===== src/shared/eld_pkg.sv =====
/*
  Constants, register map and carrier types of the E1 loss and alarm detector.
  Assumes a single 40 MHz system clock and a 32-bit plain register port.
*/
`default_nettype none
package eld_pkg;
  // ---------------------------------------------------------------
  // Register map
  // ---------------------------------------------------------------
  localparam logic [7:0]  ADDR_CTRL   = 8'h00;
  localparam logic [7:0]  ADDR_STATUS = 8'h04;
  localparam logic [12:0] CTRL_RESET  = 13'h0000;
  localparam int          ST_LOS_BIT  = 0;
  localparam int          ST_AIS_BIT  = 1;
  localparam int          ST_EVT_BIT  = 2;

  // ---------------------------------------------------------------
  // Detection counts, in bit periods
  // ---------------------------------------------------------------
  localparam int N_SHORT     = 32;
  localparam int N_LONG      = 2048;
  localparam int M_CLEAR     = 32;
  localparam int MIN_MARKS   = 4;
  localparam int MAX_ZRUN    = 16;
  localparam int AIS_BLOCK   = 512;
  localparam int AIS_ZEROS   = 3;

  // Control register, bit 12 downward
  typedef struct packed {
    logic [4:0] level;
    logic       irq_mask;
    logic       monitor_gain;
    logic       rx_power_down;
    logic       cdr_enable;
    logic       eq_enable;
    logic       line_alarm_fill_enable;
    logic       system_alarm_fill_enable;
    logic       detect_criteria_select;
  } eld_ctrl_t;

  // Pins from the receive front end
  typedef struct packed {
    logic hw_mode;
    logic above_p;
    logic below_q;
    logic mclk;
    logic rclk;
    logic rail_neg;
    logic rail_pos;
  } eld_pins_t;

  localparam int PIN_W = $bits(eld_pins_t);
endpackage
`default_nettype wire


===== src/logic/eld_detect.sv =====
/*
  E1 receive loss-of-signal and alarm-indication detector with all-ones fill.
  Assumes sliced rails, recovered and master clocks and level comparator
  flags arrive as asynchronous pins; software uses the plain register port.
*/
// Added by the designer: the register offsets and strobed register access.
// Function
// - Declare loss after N intervals below Q
// - Loss drives pin high, unmasked interrupt
// - Clear after 32 good intervals from pulse
// - Loss clear drives pin low
// - Equalizer off uses fixed threshold code
// - Equalizer on takes five-bit level field
// - Pin control forbids equalizer and levels
// - One bit selects loss and alarm criteria
// - Criteria select resets to zero
// - Fill off passes rails and recovered clock
// - Fill on outputs ones, master clock
// - Line fill sends ones on master clock
// - Loss detection works in any loopback
// - No loss indication under monitor gain
// - Alarm detect only with clock recovery
// - Criteria 0 needs two agreeing blocks
// - Criteria 1 needs one block
// - Power down forces outputs low; los_irq, eq_active, threshold_code and rd_data are not forced
`timescale 1ns/1ps
`default_nettype none
module eld_detect
  import eld_pkg::*;
#(
  parameter int N_S   = eld_pkg::N_SHORT,
  parameter int N_L   = eld_pkg::N_LONG,
  parameter int BLOCK = eld_pkg::AIS_BLOCK
)(
  input  wire logic             sys_clk,
  input  wire logic             reset,
  input  wire eld_pkg::eld_pins_t pins,
  input  wire logic [7:0]       addr,
  input  wire logic [31:0]      wr_data,
  input  wire logic             wr_stb,
  input  wire logic             rd_stb,
  output logic [31:0]           rd_data,
  output logic                  los_pin,
  output logic                  los_irq,
  output logic [1:0]            receive_rail_pair,
  output logic                  rx_clk_out,
  output logic [1:0]            transmit_line_pair,
  output logic                  line_fill_active,
  output logic                  eq_active,
  output logic [4:0]            threshold_code
);
  import eld_pkg::*;

  localparam int CW = $clog2(N_L + 1);
  localparam int BW = $clog2(BLOCK + 1);

  if (N_S < 2 || N_L <= N_S || N_L < M_CLEAR || BLOCK < 8)
    $error("eld_detect: bad window parameters");

  typedef enum {ST_OK, ST_WAIT, ST_CHECK} eld_state_t;

  // ---------------------------------------------------------------
  // Pin synchronisers
  // ---------------------------------------------------------------
  logic [PIN_W-1:0] sync1_reg;
  logic [PIN_W-1:0] sync2_reg;
  eld_pins_t        s;
  logic             rclk_d_reg;
  logic             mclk_d_reg;
  wire              tick;
  wire              mtick;
  wire              mark;

  always_ff @(posedge sys_clk)
  begin
    sync1_reg  <= reset ? '0 : pins;
    sync2_reg  <= reset ? '0 : sync1_reg;
    rclk_d_reg <= reset ? 1'b0 : s.rclk;
    mclk_d_reg <= reset ? 1'b0 : s.mclk;
  end

  assign s     = sync2_reg;
  assign tick  = s.rclk & ~rclk_d_reg;
  assign mtick = s.mclk & ~mclk_d_reg;
  assign mark  = s.rail_pos | s.rail_neg;

  // ---------------------------------------------------------------
  // Control and status registers
  // ---------------------------------------------------------------
  eld_ctrl_t   ctrl_reg;
  logic        evt_reg;
  logic        los_reg;
  logic        ais_reg;
  logic [31:0] rd_data_reg;
  wire         sel_ctrl;
  wire         sel_stat;
  wire         rx_pd;
  wire         los_active;
  wire         los_rise;
  wire [31:0]  rd_mux;

  assign sel_ctrl = addr == ADDR_CTRL;
  assign sel_stat = addr == ADDR_STATUS;
  assign rx_pd    = ctrl_reg.rx_power_down;
  // loopback never gates; monitor gain, power down
  assign los_active = ~ctrl_reg.monitor_gain & ~rx_pd;
  assign rd_mux = sel_ctrl ? {19'h0, ctrl_reg}
                : sel_stat ? {29'h0, evt_reg, ais_reg, los_reg}
                : 32'h0;

  always_ff @(posedge sys_clk)
  begin
    if (reset)
    begin
      ctrl_reg    <= CTRL_RESET;
      rd_data_reg <= 32'h0;
      evt_reg     <= 1'b0;
    end
    else
    begin
      if (wr_stb && sel_ctrl)
        ctrl_reg <= wr_data[12:0];
      rd_data_reg <= rd_stb ? rd_mux : 32'h0;
      // event sticky, set wins over clear
      if (los_rise)
        evt_reg <= 1'b1;
      else if (wr_stb && sel_stat && wr_data[ST_EVT_BIT])
        evt_reg <= 1'b0;
    end
  end

  assign rd_data = rd_data_reg;
  assign los_irq = evt_reg & ~ctrl_reg.irq_mask;

  // ---------------------------------------------------------------
  // Threshold selection
  // ---------------------------------------------------------------
  // pin control keeps the equalizer off
  assign eq_active = ctrl_reg.eq_enable & ~s.hw_mode;
  // code zero is the fixed threshold; level field
  assign threshold_code = eq_active ? ctrl_reg.level : 5'h00;

  // ---------------------------------------------------------------
  // Loss of signal
  // ---------------------------------------------------------------
  eld_state_t state_reg;
  eld_state_t state_next;
  logic [CW-1:0] cnt_reg;
  logic [CW-1:0] cnt_next;
  logic [5:0]    ones_reg;
  logic [5:0]    ones_next;
  logic [4:0]    zrun_reg;
  logic [4:0]    zrun_next;
  logic          los_next;
  wire  [CW-1:0] n_lim;

  assign n_lim = ctrl_reg.detect_criteria_select ? CW'(N_L) : CW'(N_S);

  always_comb
  begin
    state_next = state_reg;
    cnt_next   = cnt_reg;
    ones_next  = ones_reg;
    zrun_next  = zrun_reg;
    los_next   = los_reg;
    if (!los_active)
    begin
      state_next = ST_OK;
      cnt_next   = '0;
      los_next   = 1'b0;
    end
    else if (tick)
    begin
      case (state_reg)
        ST_OK:
        begin
          if (s.below_q && cnt_reg == n_lim - 1'b1)
          begin
            los_next   = 1'b1;
            state_next = ST_WAIT;
            cnt_next   = '0;
          end
          else
            cnt_next = s.below_q ? cnt_reg + 1'b1 : '0;
        end
        ST_WAIT:
        begin
          // window opens on a received pulse
          if (mark && s.above_p)
          begin
            state_next = ST_CHECK;
            cnt_next   = CW'(1);
            ones_next  = 6'd1;
            zrun_next  = 5'd0;
          end
        end
        default:
        begin
          zrun_next = mark ? 5'd0 : zrun_reg + 1'b1;
          ones_next = ones_reg + {5'd0, mark};
          cnt_next  = cnt_reg + 1'b1;
          // level, zero run and density checks
          if (!s.above_p || zrun_next >= 5'(MAX_ZRUN))
            state_next = ST_WAIT;
          else if (cnt_reg == CW'(M_CLEAR - 1))
          begin
            state_next = ones_next >= 6'(MIN_MARKS) ? ST_OK : ST_WAIT;
            los_next   = ones_next < 6'(MIN_MARKS);
            cnt_next   = '0;
          end
        end
      endcase
    end
  end

  always_ff @(posedge sys_clk)
  begin
    if (reset)
    begin
      state_reg <= ST_OK;
      cnt_reg   <= '0;
      ones_reg  <= '0;
      zrun_reg  <= '0;
      los_reg   <= 1'b0;
    end
    else
    begin
      state_reg <= state_next;
      cnt_reg   <= cnt_next;
      ones_reg  <= ones_next;
      zrun_reg  <= zrun_next;
      los_reg   <= los_next;
    end
  end

  assign los_rise = los_next & ~los_reg;

  // ---------------------------------------------------------------
  // Alarm indication signal
  // ---------------------------------------------------------------
  logic [BW-1:0] bit_reg;
  logic [1:0]    zeros_reg;
  logic          agree_reg;
  wire           ais_on;
  wire           blk_end;
  wire  [1:0]    zeros_now;
  wire           verdict;

  assign ais_on    = ctrl_reg.cdr_enable & ~rx_pd;
  assign blk_end   = tick && bit_reg == BW'(BLOCK - 1);
  assign zeros_now = (!mark && zeros_reg != 2'(AIS_ZEROS)) ? zeros_reg + 1'b1
                   : zeros_reg;
  assign verdict   = zeros_now < 2'(AIS_ZEROS);

  always_ff @(posedge sys_clk)
  begin
    if (reset || !ais_on)
    begin
      bit_reg   <= '0;
      zeros_reg <= '0;
      agree_reg <= 1'b0;
      ais_reg   <= 1'b0;
    end
    else if (tick)
    begin
      bit_reg   <= blk_end ? '0 : bit_reg + 1'b1;
      zeros_reg <= blk_end ? 2'd0 : zeros_now;
      if (blk_end)
      begin
        if (verdict != ais_reg && (ctrl_reg.detect_criteria_select || agree_reg))
          ais_reg <= verdict;
        agree_reg <= verdict != ais_reg && !ctrl_reg.detect_criteria_select
                     && !agree_reg;
      end
    end
  end

  // ---------------------------------------------------------------
  // Output stage and all-ones fill
  // ---------------------------------------------------------------
  logic       ones_tgl_reg;
  logic       los_pin_reg;
  logic [1:0] rail_reg;
  logic       rclk_out_reg;
  logic [1:0] tx_reg;
  wire        sys_fill;
  wire        line_fill;

  assign sys_fill  = los_reg & ctrl_reg.system_alarm_fill_enable;
  assign line_fill = los_reg & ctrl_reg.line_alarm_fill_enable;

  always_ff @(posedge sys_clk)
  begin
    if (reset || rx_pd)
    begin
      los_pin_reg  <= 1'b0;
      rail_reg     <= 2'b00;
      rclk_out_reg <= 1'b0;
      tx_reg       <= 2'b00;
      ones_tgl_reg <= 1'b0;
    end
    else
    begin
      ones_tgl_reg <= mtick ? ~ones_tgl_reg : ones_tgl_reg;
      // pin follows loss; low on clear
      los_pin_reg  <= los_reg;
      rail_reg     <= sys_fill ? {~ones_tgl_reg, ones_tgl_reg}
                               : {s.rail_neg, s.rail_pos};
      rclk_out_reg <= sys_fill ? s.mclk : s.rclk;
      tx_reg       <= line_fill ? {~ones_tgl_reg, ones_tgl_reg} : 2'b00;
    end
  end

  assign los_pin            = los_pin_reg;
  assign receive_rail_pair  = rail_reg;
  assign rx_clk_out         = rclk_out_reg;
  assign transmit_line_pair = tx_reg;
  assign line_fill_active   = line_fill & ~rx_pd;
endmodule
`default_nettype wire


===== config.mk =====
export PLATFORM = sky130hd
export DESIGN_NAME = eld_detect
export DESIGN_NICKNAME = d
export VERILOG_FILES = /design/src/shared/eld_pkg.sv /design/src/logic/eld_detect.sv
export SDC_FILE = /design/constraint.sdc
export NUM_CORES = 1
export LEC_CHECK = 0
export BUFFER_PORTS_ARGS = -buffer_cell sky130_fd_sc_hd__buf_2
export CAP_MARGIN = 25
export CORE_MARGIN = 1
export CORE_UTILIZATION = 53
export DETAILED_ROUTE_END_ITERATION = 8
export PLACE_DENSITY_LB_ADDON = 0.12
export SETUP_SLACK_MARGIN = 0.05
export SLEW_MARGIN = 30
export SYNTH_ARGS = -nofsm -noshare
export SYNTH_HDL_FRONTEND = slang
export SYNTH_SLANG_ARGS = --single-unit

===== constraint.sdc =====
create_clock -name sys_clk -period 2.6 [get_ports sys_clk]
set_clock_uncertainty 0.2 [all_clocks]
set_input_delay 0.52 -clock sys_clk [delete_from_list [all_inputs] [get_ports sys_clk]]
set_output_delay 0.52 -clock sys_clk [all_outputs]
set_load 0.05 [all_outputs]

==> key figures, run 1 <==
Worst setup path
  – Crit end category: register
  – Critical path's slowest cell: dfxtp_1
  – Crit path top cell by count: ha_1
  – Startpoint Class: register
  – Crit path required time: roughly 2.7 ns
  – Crit Path Class: reg -> reg
  – CP Cell Sequence: nor2_1 -> inv_1 -> ha_1 -> ha_1 -> a21boi_0 -> a21oi_1 -> o22a_1 -> a2111oi_2 -> o31a_1
  – R2R setup slack: 0.28 ns
  – Critical path arrival: between 2 and 2.5 ns
  – Reg2reg start: s[0]
  – Top delay family on crit path: compound AO/OA/AOI/OAI gates
  – Worst path bufs/invs: 1
  – Reg2reg end: state_reg[0]
  – Critical Path Max Stage Delay: 0.32 ns
  – Worst-path fanout max: 5
  – R2R depth: 9

Die
  – Die footprint: 7790 um2
  – Core footprint: 7210 um2
  – # rows: 31
  – Number of I/O pins: 97
  – Initial Utilization: a little over half
  – Die width: between 80 and 90 um
  – Chip height: 88.3 um

Clocking
  – Setup repair bufs after CTS: 0
  – # hold bufs at CTS: 0
  – Worst-skew pair later-pin latency: between 0.3 and 0.4 ns
  – Clock H-tree levels: 3
  – Post-cts sizing count: 0
  – Clk sinks: 90
  – CTS tree: built
  – Clock tree root buffer cell: clkbuf_8
  – Max clock buf depth: 2
  – Clk pin slew, worst setup/hold paths: around 0.09 ns
  – Cts bufs inserted: 9

Power and ir drop
  – Final Power: 0.00242 W
  – IR Drop Worst-Case VDD: 329 uV
  – PwrDens: ~540 nW/um2
  – Cell leakage power: 1.91 nW

STA
  – Worst Max-Slew Pin Slew: approximately 0.87 ns
  – RSZ-0062 raised after global routing: false
  – Final-report hold violation count: 0
  – Setup ws final: 0.281 ns
  – Hold WS: about 0.17 ns
  – Final setup TNS: 0 ns
  – Max Clock Freq: roughly 430 MHz
  – Slew Limit Fails: 0
  – Final setup violation count: 0
  – Fin crit period: ~2.3 ns
  – Relative max-transition margin: 42.2%
  – Post-route clock period utilization: between 80 and 90%

Finish
  – Fill cell count: approximately 690
  – Area Growth Syn to Fin: 13.5%
  – Max reg flops: 13
  – Layout cells sized above 1: 19.5%
  – Nets@finish: 555
  – Core Util, Final: ~62%
  – Diodes inserted: 0

Outcome
  – Status: completed

Detailed routing
  – Post-DR vias/cell: 5.27
  – WL/cell: 12.9 um
  – Initial DRC count: 105
  – DR pass1 iterations: 4
  – Top Metal Used: met4
  – Met2 wire len: 3490 um
  – Detailed-route wire length: 7770 um
  – Routed Antenna Nets: 0
  – Met3 routed WL: approximately 400 um
  – Drc violations: 0
  – DR vias: 3168
  – Wl on met1: ~3800 um

GRT
  – Overall global routing resource usage: 21.2%
  – Largest net degree at the start of global routing: between 40 and 50
  – GRT Residual Overflow: 0
  – Initial antenna violation count: 0
  – First-pass GRT wire length: 12700 um
  – Vias in the first global route: 2746

Worst hold path
  – Hold Path Origin: pins[3]
  – Hold Path Depth: 2
  – WHS Endpoint: sync1_reg[3]
  – Min-Delay Path Class: in -> reg

Logic synthesis
  – Flop and latch count out of synthesis: 90
  – Seq/Total Area, Yosys: 45.7%
  – EDFF count, synth: 0
  – Most used flip-flop cell after synthesis: dfxtp_1
  – Yosys warning count: 0
  – Post-synth top cells: dfxtp_1, nor2_1, nor3_1, nand2_1
  – Async SR Flop Fraction: 0%
  – Area contributors post-synth: dfxtp_1, mux2i_1, nor2_1, buf_4, nor2b_1
  – Cells after Synth: approximately 430
  – Top-count cell post-synth: dfxtp_1
  – Yosys top cell area share: 45.7%
  – Avg Synthesized Cell Area: about 9.1 um2
  – Distinct cells, synth: 57
  – Synth area leader: dfxtp_1
  – Mapped cell area: 3940 um2

Placed design
  – Port Buffers: 58
  – Routability cong.: 0.878
  – Dpl hpwl: 5680 um
  – Worst slack, placed: ~0.33 ns

Flow run
  – Max cap viols: 0
==> worst register-to-register path: stages (launching register included) <==
cell and delay [ns]:
dfxtp_1 0.32, nor2_1 0.23, inv_1 0.16, ha_1 0.21, ha_1 0.23, a21boi_0 0.14
a21oi_1 0.17, o22a_1 0.20, a2111oi_2 0.06, o31a_1 0.30
==> power breakdown <==
part	total, W	switching, W	leakage [nW]	internal, W
Clock	0.000864	0.000487	0.0859	0.000377
Combinational	0.000155	0.000113	1.10	0.0000419
Sequential	0.00140	0.00000723	0.728	0.00139
Total	0.00242	0.000607	1.91	0.00181
==> how the worst max path moves through the flow <==
stage                      startpoint                end  slack, ns  depth (start not counted)
after floorplan           ctrl_reg[3]  threshold_code[0]       0.20                          2
after global placement           s[0]       state_reg[0]       0.37                          9
after detailed placement         s[0]       state_reg[0]       0.33                          9
after CTS                        s[0]       state_reg[0]       0.30                          9
after global routing             s[0]       state_reg[0]        0.1                          9
final                            s[0]       state_reg[0]       0.28                          9
==> cell usage in the layout (no fill, tap or decap), types with 7 or more instances in the layout <==
cell	Yosys	final
nand3_1	10	10
xnor2_1	9	9
nand4_1	9	9
buf_2	2	58
o21ai_0	11	11
ha_1	7	7
mux2i_1	21	21
nor3_1	25	25
nor2_1	53	53
nand2_1	24	24
buf_4	20	11
xor2_1	11	11
and2_1	17	17
dfxtp_1	90	90
nor2b_1	20	20
clkbuf_8	0	10
a21oi_1	21	21
conb_1	1	19
or3_1	8	8
==> cell families (layout without fill, tap and decap cells) <==
group	count (synthesis)	count (layout)	share of synthesized area, %
AND/OR/NAND/NOR	198	198	26.8
AO/OA/AOI/OAI	56	56	9.55
adder cells (fa/ha/maj)	7	7	2.22
multiplexers	21	21	5.33
flip-flops	90	90	45.7
other	1	19	0.0951
XOR/XNOR	20	20	4.44
buffers and inverters	41	91	5.87
==> layer usage <==
layer | global-route usage (%) | vias to the layer above
met1 | 27.9 | 1466
met5 | 0 | -
li1 | - | 1603
met3 | 4.76 | 9
met2 | 34.9 | 90
met4 | 6.60 | 0
==> layout make-up <==
class                           instances  area [um2]  share of cell area [%]
Multi-Input combinational cell        321        1980                    44.2
Inverter                                6        22.5                   0.503
Timing Repair Buffer                   69         373                    8.33
Sequential cell                        90        1800                    40.2
Tap cell                               99         124                    2.77
Clock inverter                          5        37.5                   0.838
Clock buffer                           11         141                    3.16
==> metrics by stage <==
| stage | cell area [um2] | std cells |
|---|---|---|
| after global placement | 4300 | 585 |
| after detailed placement | 4300 | 585 |
| after global routing | 4480 | 601 |
| final | 4480 | 601 |
| after CTS | 4480 | 601 |
| after floorplan | 4010 | 452 |
Note: power is estimated with default switching activity, not from simulation.
==> run 2: changes to the inputs <==
- CORE_MARGIN: 1 -> unset
- CORE_UTILIZATION: 53 -> 48
- clock period: 2.6 -> 2 ns (I/O delays scaled with it)
==> run 2 against run 1 <==
The flow now finishes with violations (negative setup slack). Hold slack worse by 0.13 ns. Combinational power up 48%. Design area up 13%. Clock power up 41%. Maximum frequency up 14%. Critical path depth down 4. Sequential share of layout area down 4.2 points. Total power up 35%.
==> key figures, run 2 (synthesized netlist as in run 1, its figures left out) <==
Worst setup path
  – Top delay family on crit path: simple AND/OR/NAND/NOR gates
  – Worst path bufs/invs: 0 (-1)
  – Critical Path Max Stage Delay: 0.58 ns (+0.26 ns)
  – Startpoint Class: register
  – Crit path required time: 2.06 ns (-0.59 ns)
  – Crit end category: register
  – Critical path arrival: 2.09 ns (-0.28 ns)
  – Crit Path Class: reg -> reg
  – Worst-path fanout max: 3 (-2)
  – CP Cell Sequence: or4b_4 -> or3_4 -> nand4_1 -> a21oi_1 -> o31a_1
  – Critical path's slowest cell: or4b_4

Finish
  – Fill cell count: 670 (-2.6%)
  – Most frequent cells in the layout: dfxtp_1, buf_4, nor2_1, buf_2, nand2_1
  – Max reg flops: 13 (unchanged)
  – Layout cells sized above 1: 32.5% (+13 points)
  – Leading cell type in the layout, fill and taps excluded: dfxtp_1
  – Core Util, Final: 64.3% (+2.3 points)
  – Nets@finish: 595 (+7.2%)
  – Diodes inserted: 0 (unchanged)
  – Area Growth Syn to Fin: 28.0%

STA
  – Relative max-transition margin: 65.2% (+23 points)
  – Slew Limit Fails: 0 (unchanged)
  – Final-report hold violation count: 0 (unchanged)
  – RSZ-0062 raised after global routing: true
  – Post-route clock period utilization: 102% (+12 points)
  – Final setup violation count: 12 (+12)
  – Setup ws final: -0.0340 ns (-0.315 ns)
  – Max Clock Freq: 492 MHz (+14%)
  – Worst Max-Slew Pin Slew: 0.519 ns (-0.348 ns)
  – Fin crit period: 2.03 ns (-0.285 ns)

Outcome
  – Failing checks: negative setup slack
  – Status: complete, but fails checks

Clocking
  – Max clock buf depth: 2 (unchanged)
  – Clk sinks: 90 (unchanged)
  – CTS tree: built
  – Cts bufs inserted: 9 (unchanged)
  – # hold bufs at CTS: 0 (unchanged)
  – Clock tree root buffer cell: clkbuf_8
  – Clk pin slew, worst setup/hold paths: 0.09 ns (about the same)
  – Clock H-tree levels: 3 (unchanged)
  – Worst-skew pair later-pin latency: 0.36 ns (about the same)

GRT
  – First-pass GRT wire length: 14400 um (+13%)
  – Vias in the first global route: 3188 (+16%)
  – Initial antenna violation count: 0 (unchanged)
  – Largest net degree at the start of global routing: 27 (-37%)
  – GRT Residual Overflow: 0 (unchanged)
  – Overall global routing resource usage: 21.4% (+0.17 points)

Die
  – Initial Utilization: 50.3% (-4.4 points)
  – Number of I/O pins: 97 (unchanged)
  – Chip height: 92.6 um (+5.0%)
  – Core footprint: 7850 um2 (+8.8%)
  – # rows: 32 (+3.2%)
  – Die width: 92.6 um (+5.0%)
  – Die footprint: 8580 um2 (+10%)

Detailed routing
  – DR vias: 3332 (+5.2%)
  – Detailed-route wire length: 8630 um (+11%)
  – DR pass1 iterations: 4 (unchanged)
  – Drc violations: 0 (unchanged)
  – Initial DRC count: 158 (+50%)
  – Post-DR vias/cell: 5.17 (-1.8%)
  – WL/cell: 13.4 um (+3.6%)
  – Routed Antenna Nets: 0 (unchanged)

Power and ir drop
  – Final Power: 0.00327 W (+35%)
  – IR Drop Worst-Case VDD: 408 uV (+24%)
  – Cell leakage power: 2.13 nW (+11%)
  – PwrDens: 647 nW/um2 (+20%)

Worst hold path
  – Min-Delay Path Class: in -> reg

Flow run
  – Max cap viols: 0 (unchanged)

Placed design
  – Dpl hpwl: 6140 um (+8.1%)
  – Routability cong.: 0.859 (-2.2%)
  – Worst slack, placed: -0.108 ns (-0.434 ns)
  – Port Buffers: 58 (unchanged)
## run 2: changes by cell type in the layout (fill, tap and decap cells not counted), sizes merged
| cell | delta |
|---|---|
| buf | +40 |
| clkbuf | -1 |
| inv | +3 |
| clkinvlp | -2 |
## run 2: worst paths after layout
check | startpoint | depth (start not counted) | slack [ns] | end
worst max-delay path | cnt_reg[9] | 5 | -0.03 | state_reg[0]
worst min-delay path | pins[4] | 2 | 0.04 | sync1_reg[4]
worst max register to register | cnt_reg[9] | 5 | -0.03 | state_reg[0]
worst min register to register | sync1_reg[5] | 1 | 0.24 | s[5]
## run 2: repair_timing
| item | CTS | global route |
|---|---|---|
| endpoints found under the setup margin | 18 | 27 |
| setup buffers | 3 | 3 |
| pin swaps | 6 | 11 |
| endpoints found under the hold margin | 0 | 0 |
| gates resized for setup | 15 | 38 |
## run 2: layout make-up
cell class                      instances  area [um2]  area share, %
Tap cell                              102         128           2.53
Clock buffer                           10         138           2.73
Multi-Input combinational cell        321        2180           43.1
Inverter                                6        22.5          0.446
Clock inverter                          6        57.6           1.14
Sequential cell                        90        1820           36.1
Timing Repair Buffer                  109         703           13.9
## run 2: through the flow
step                hold slack (ns)  cell area, um2  cells  setup TNS, ns
detailed placement            0.220            4620    622         -0.546
global route                 0.0202            5050    644          -1.61
finish                       0.0399            5050    644         -0.218
CTS                          0.0174            4900    641         -0.459
global placement              0.215            4620    622         -0.321
floorplan                     0.212            4080    452              0
## run 2: report_power, final
group | switching (W) | internal [W] | leakage [nW] | total, W
clock | 0.000707 | 0.000517 | 0.101 | 0.00122
combinational | 0.000157 | 0.0000735 | 1.30 | 0.000230
sequential | 0.00000888 | 0.00181 | 0.735 | 0.00181
total | 0.000872 | 0.00240 | 2.13 | 0.00327
## run 2: metal layers
layer  GRT usage, %  vias to the layer above  wire length, um  part of all wire [%]
li1               -                     1674                -                     -
met1           25.1                     1575             3780                    44
met2           37.2                       67             4360                    51
met3           4.84                       16              287                   3.3
met4           9.62                        0              197                   2.3
met5              0                        -                0                     0
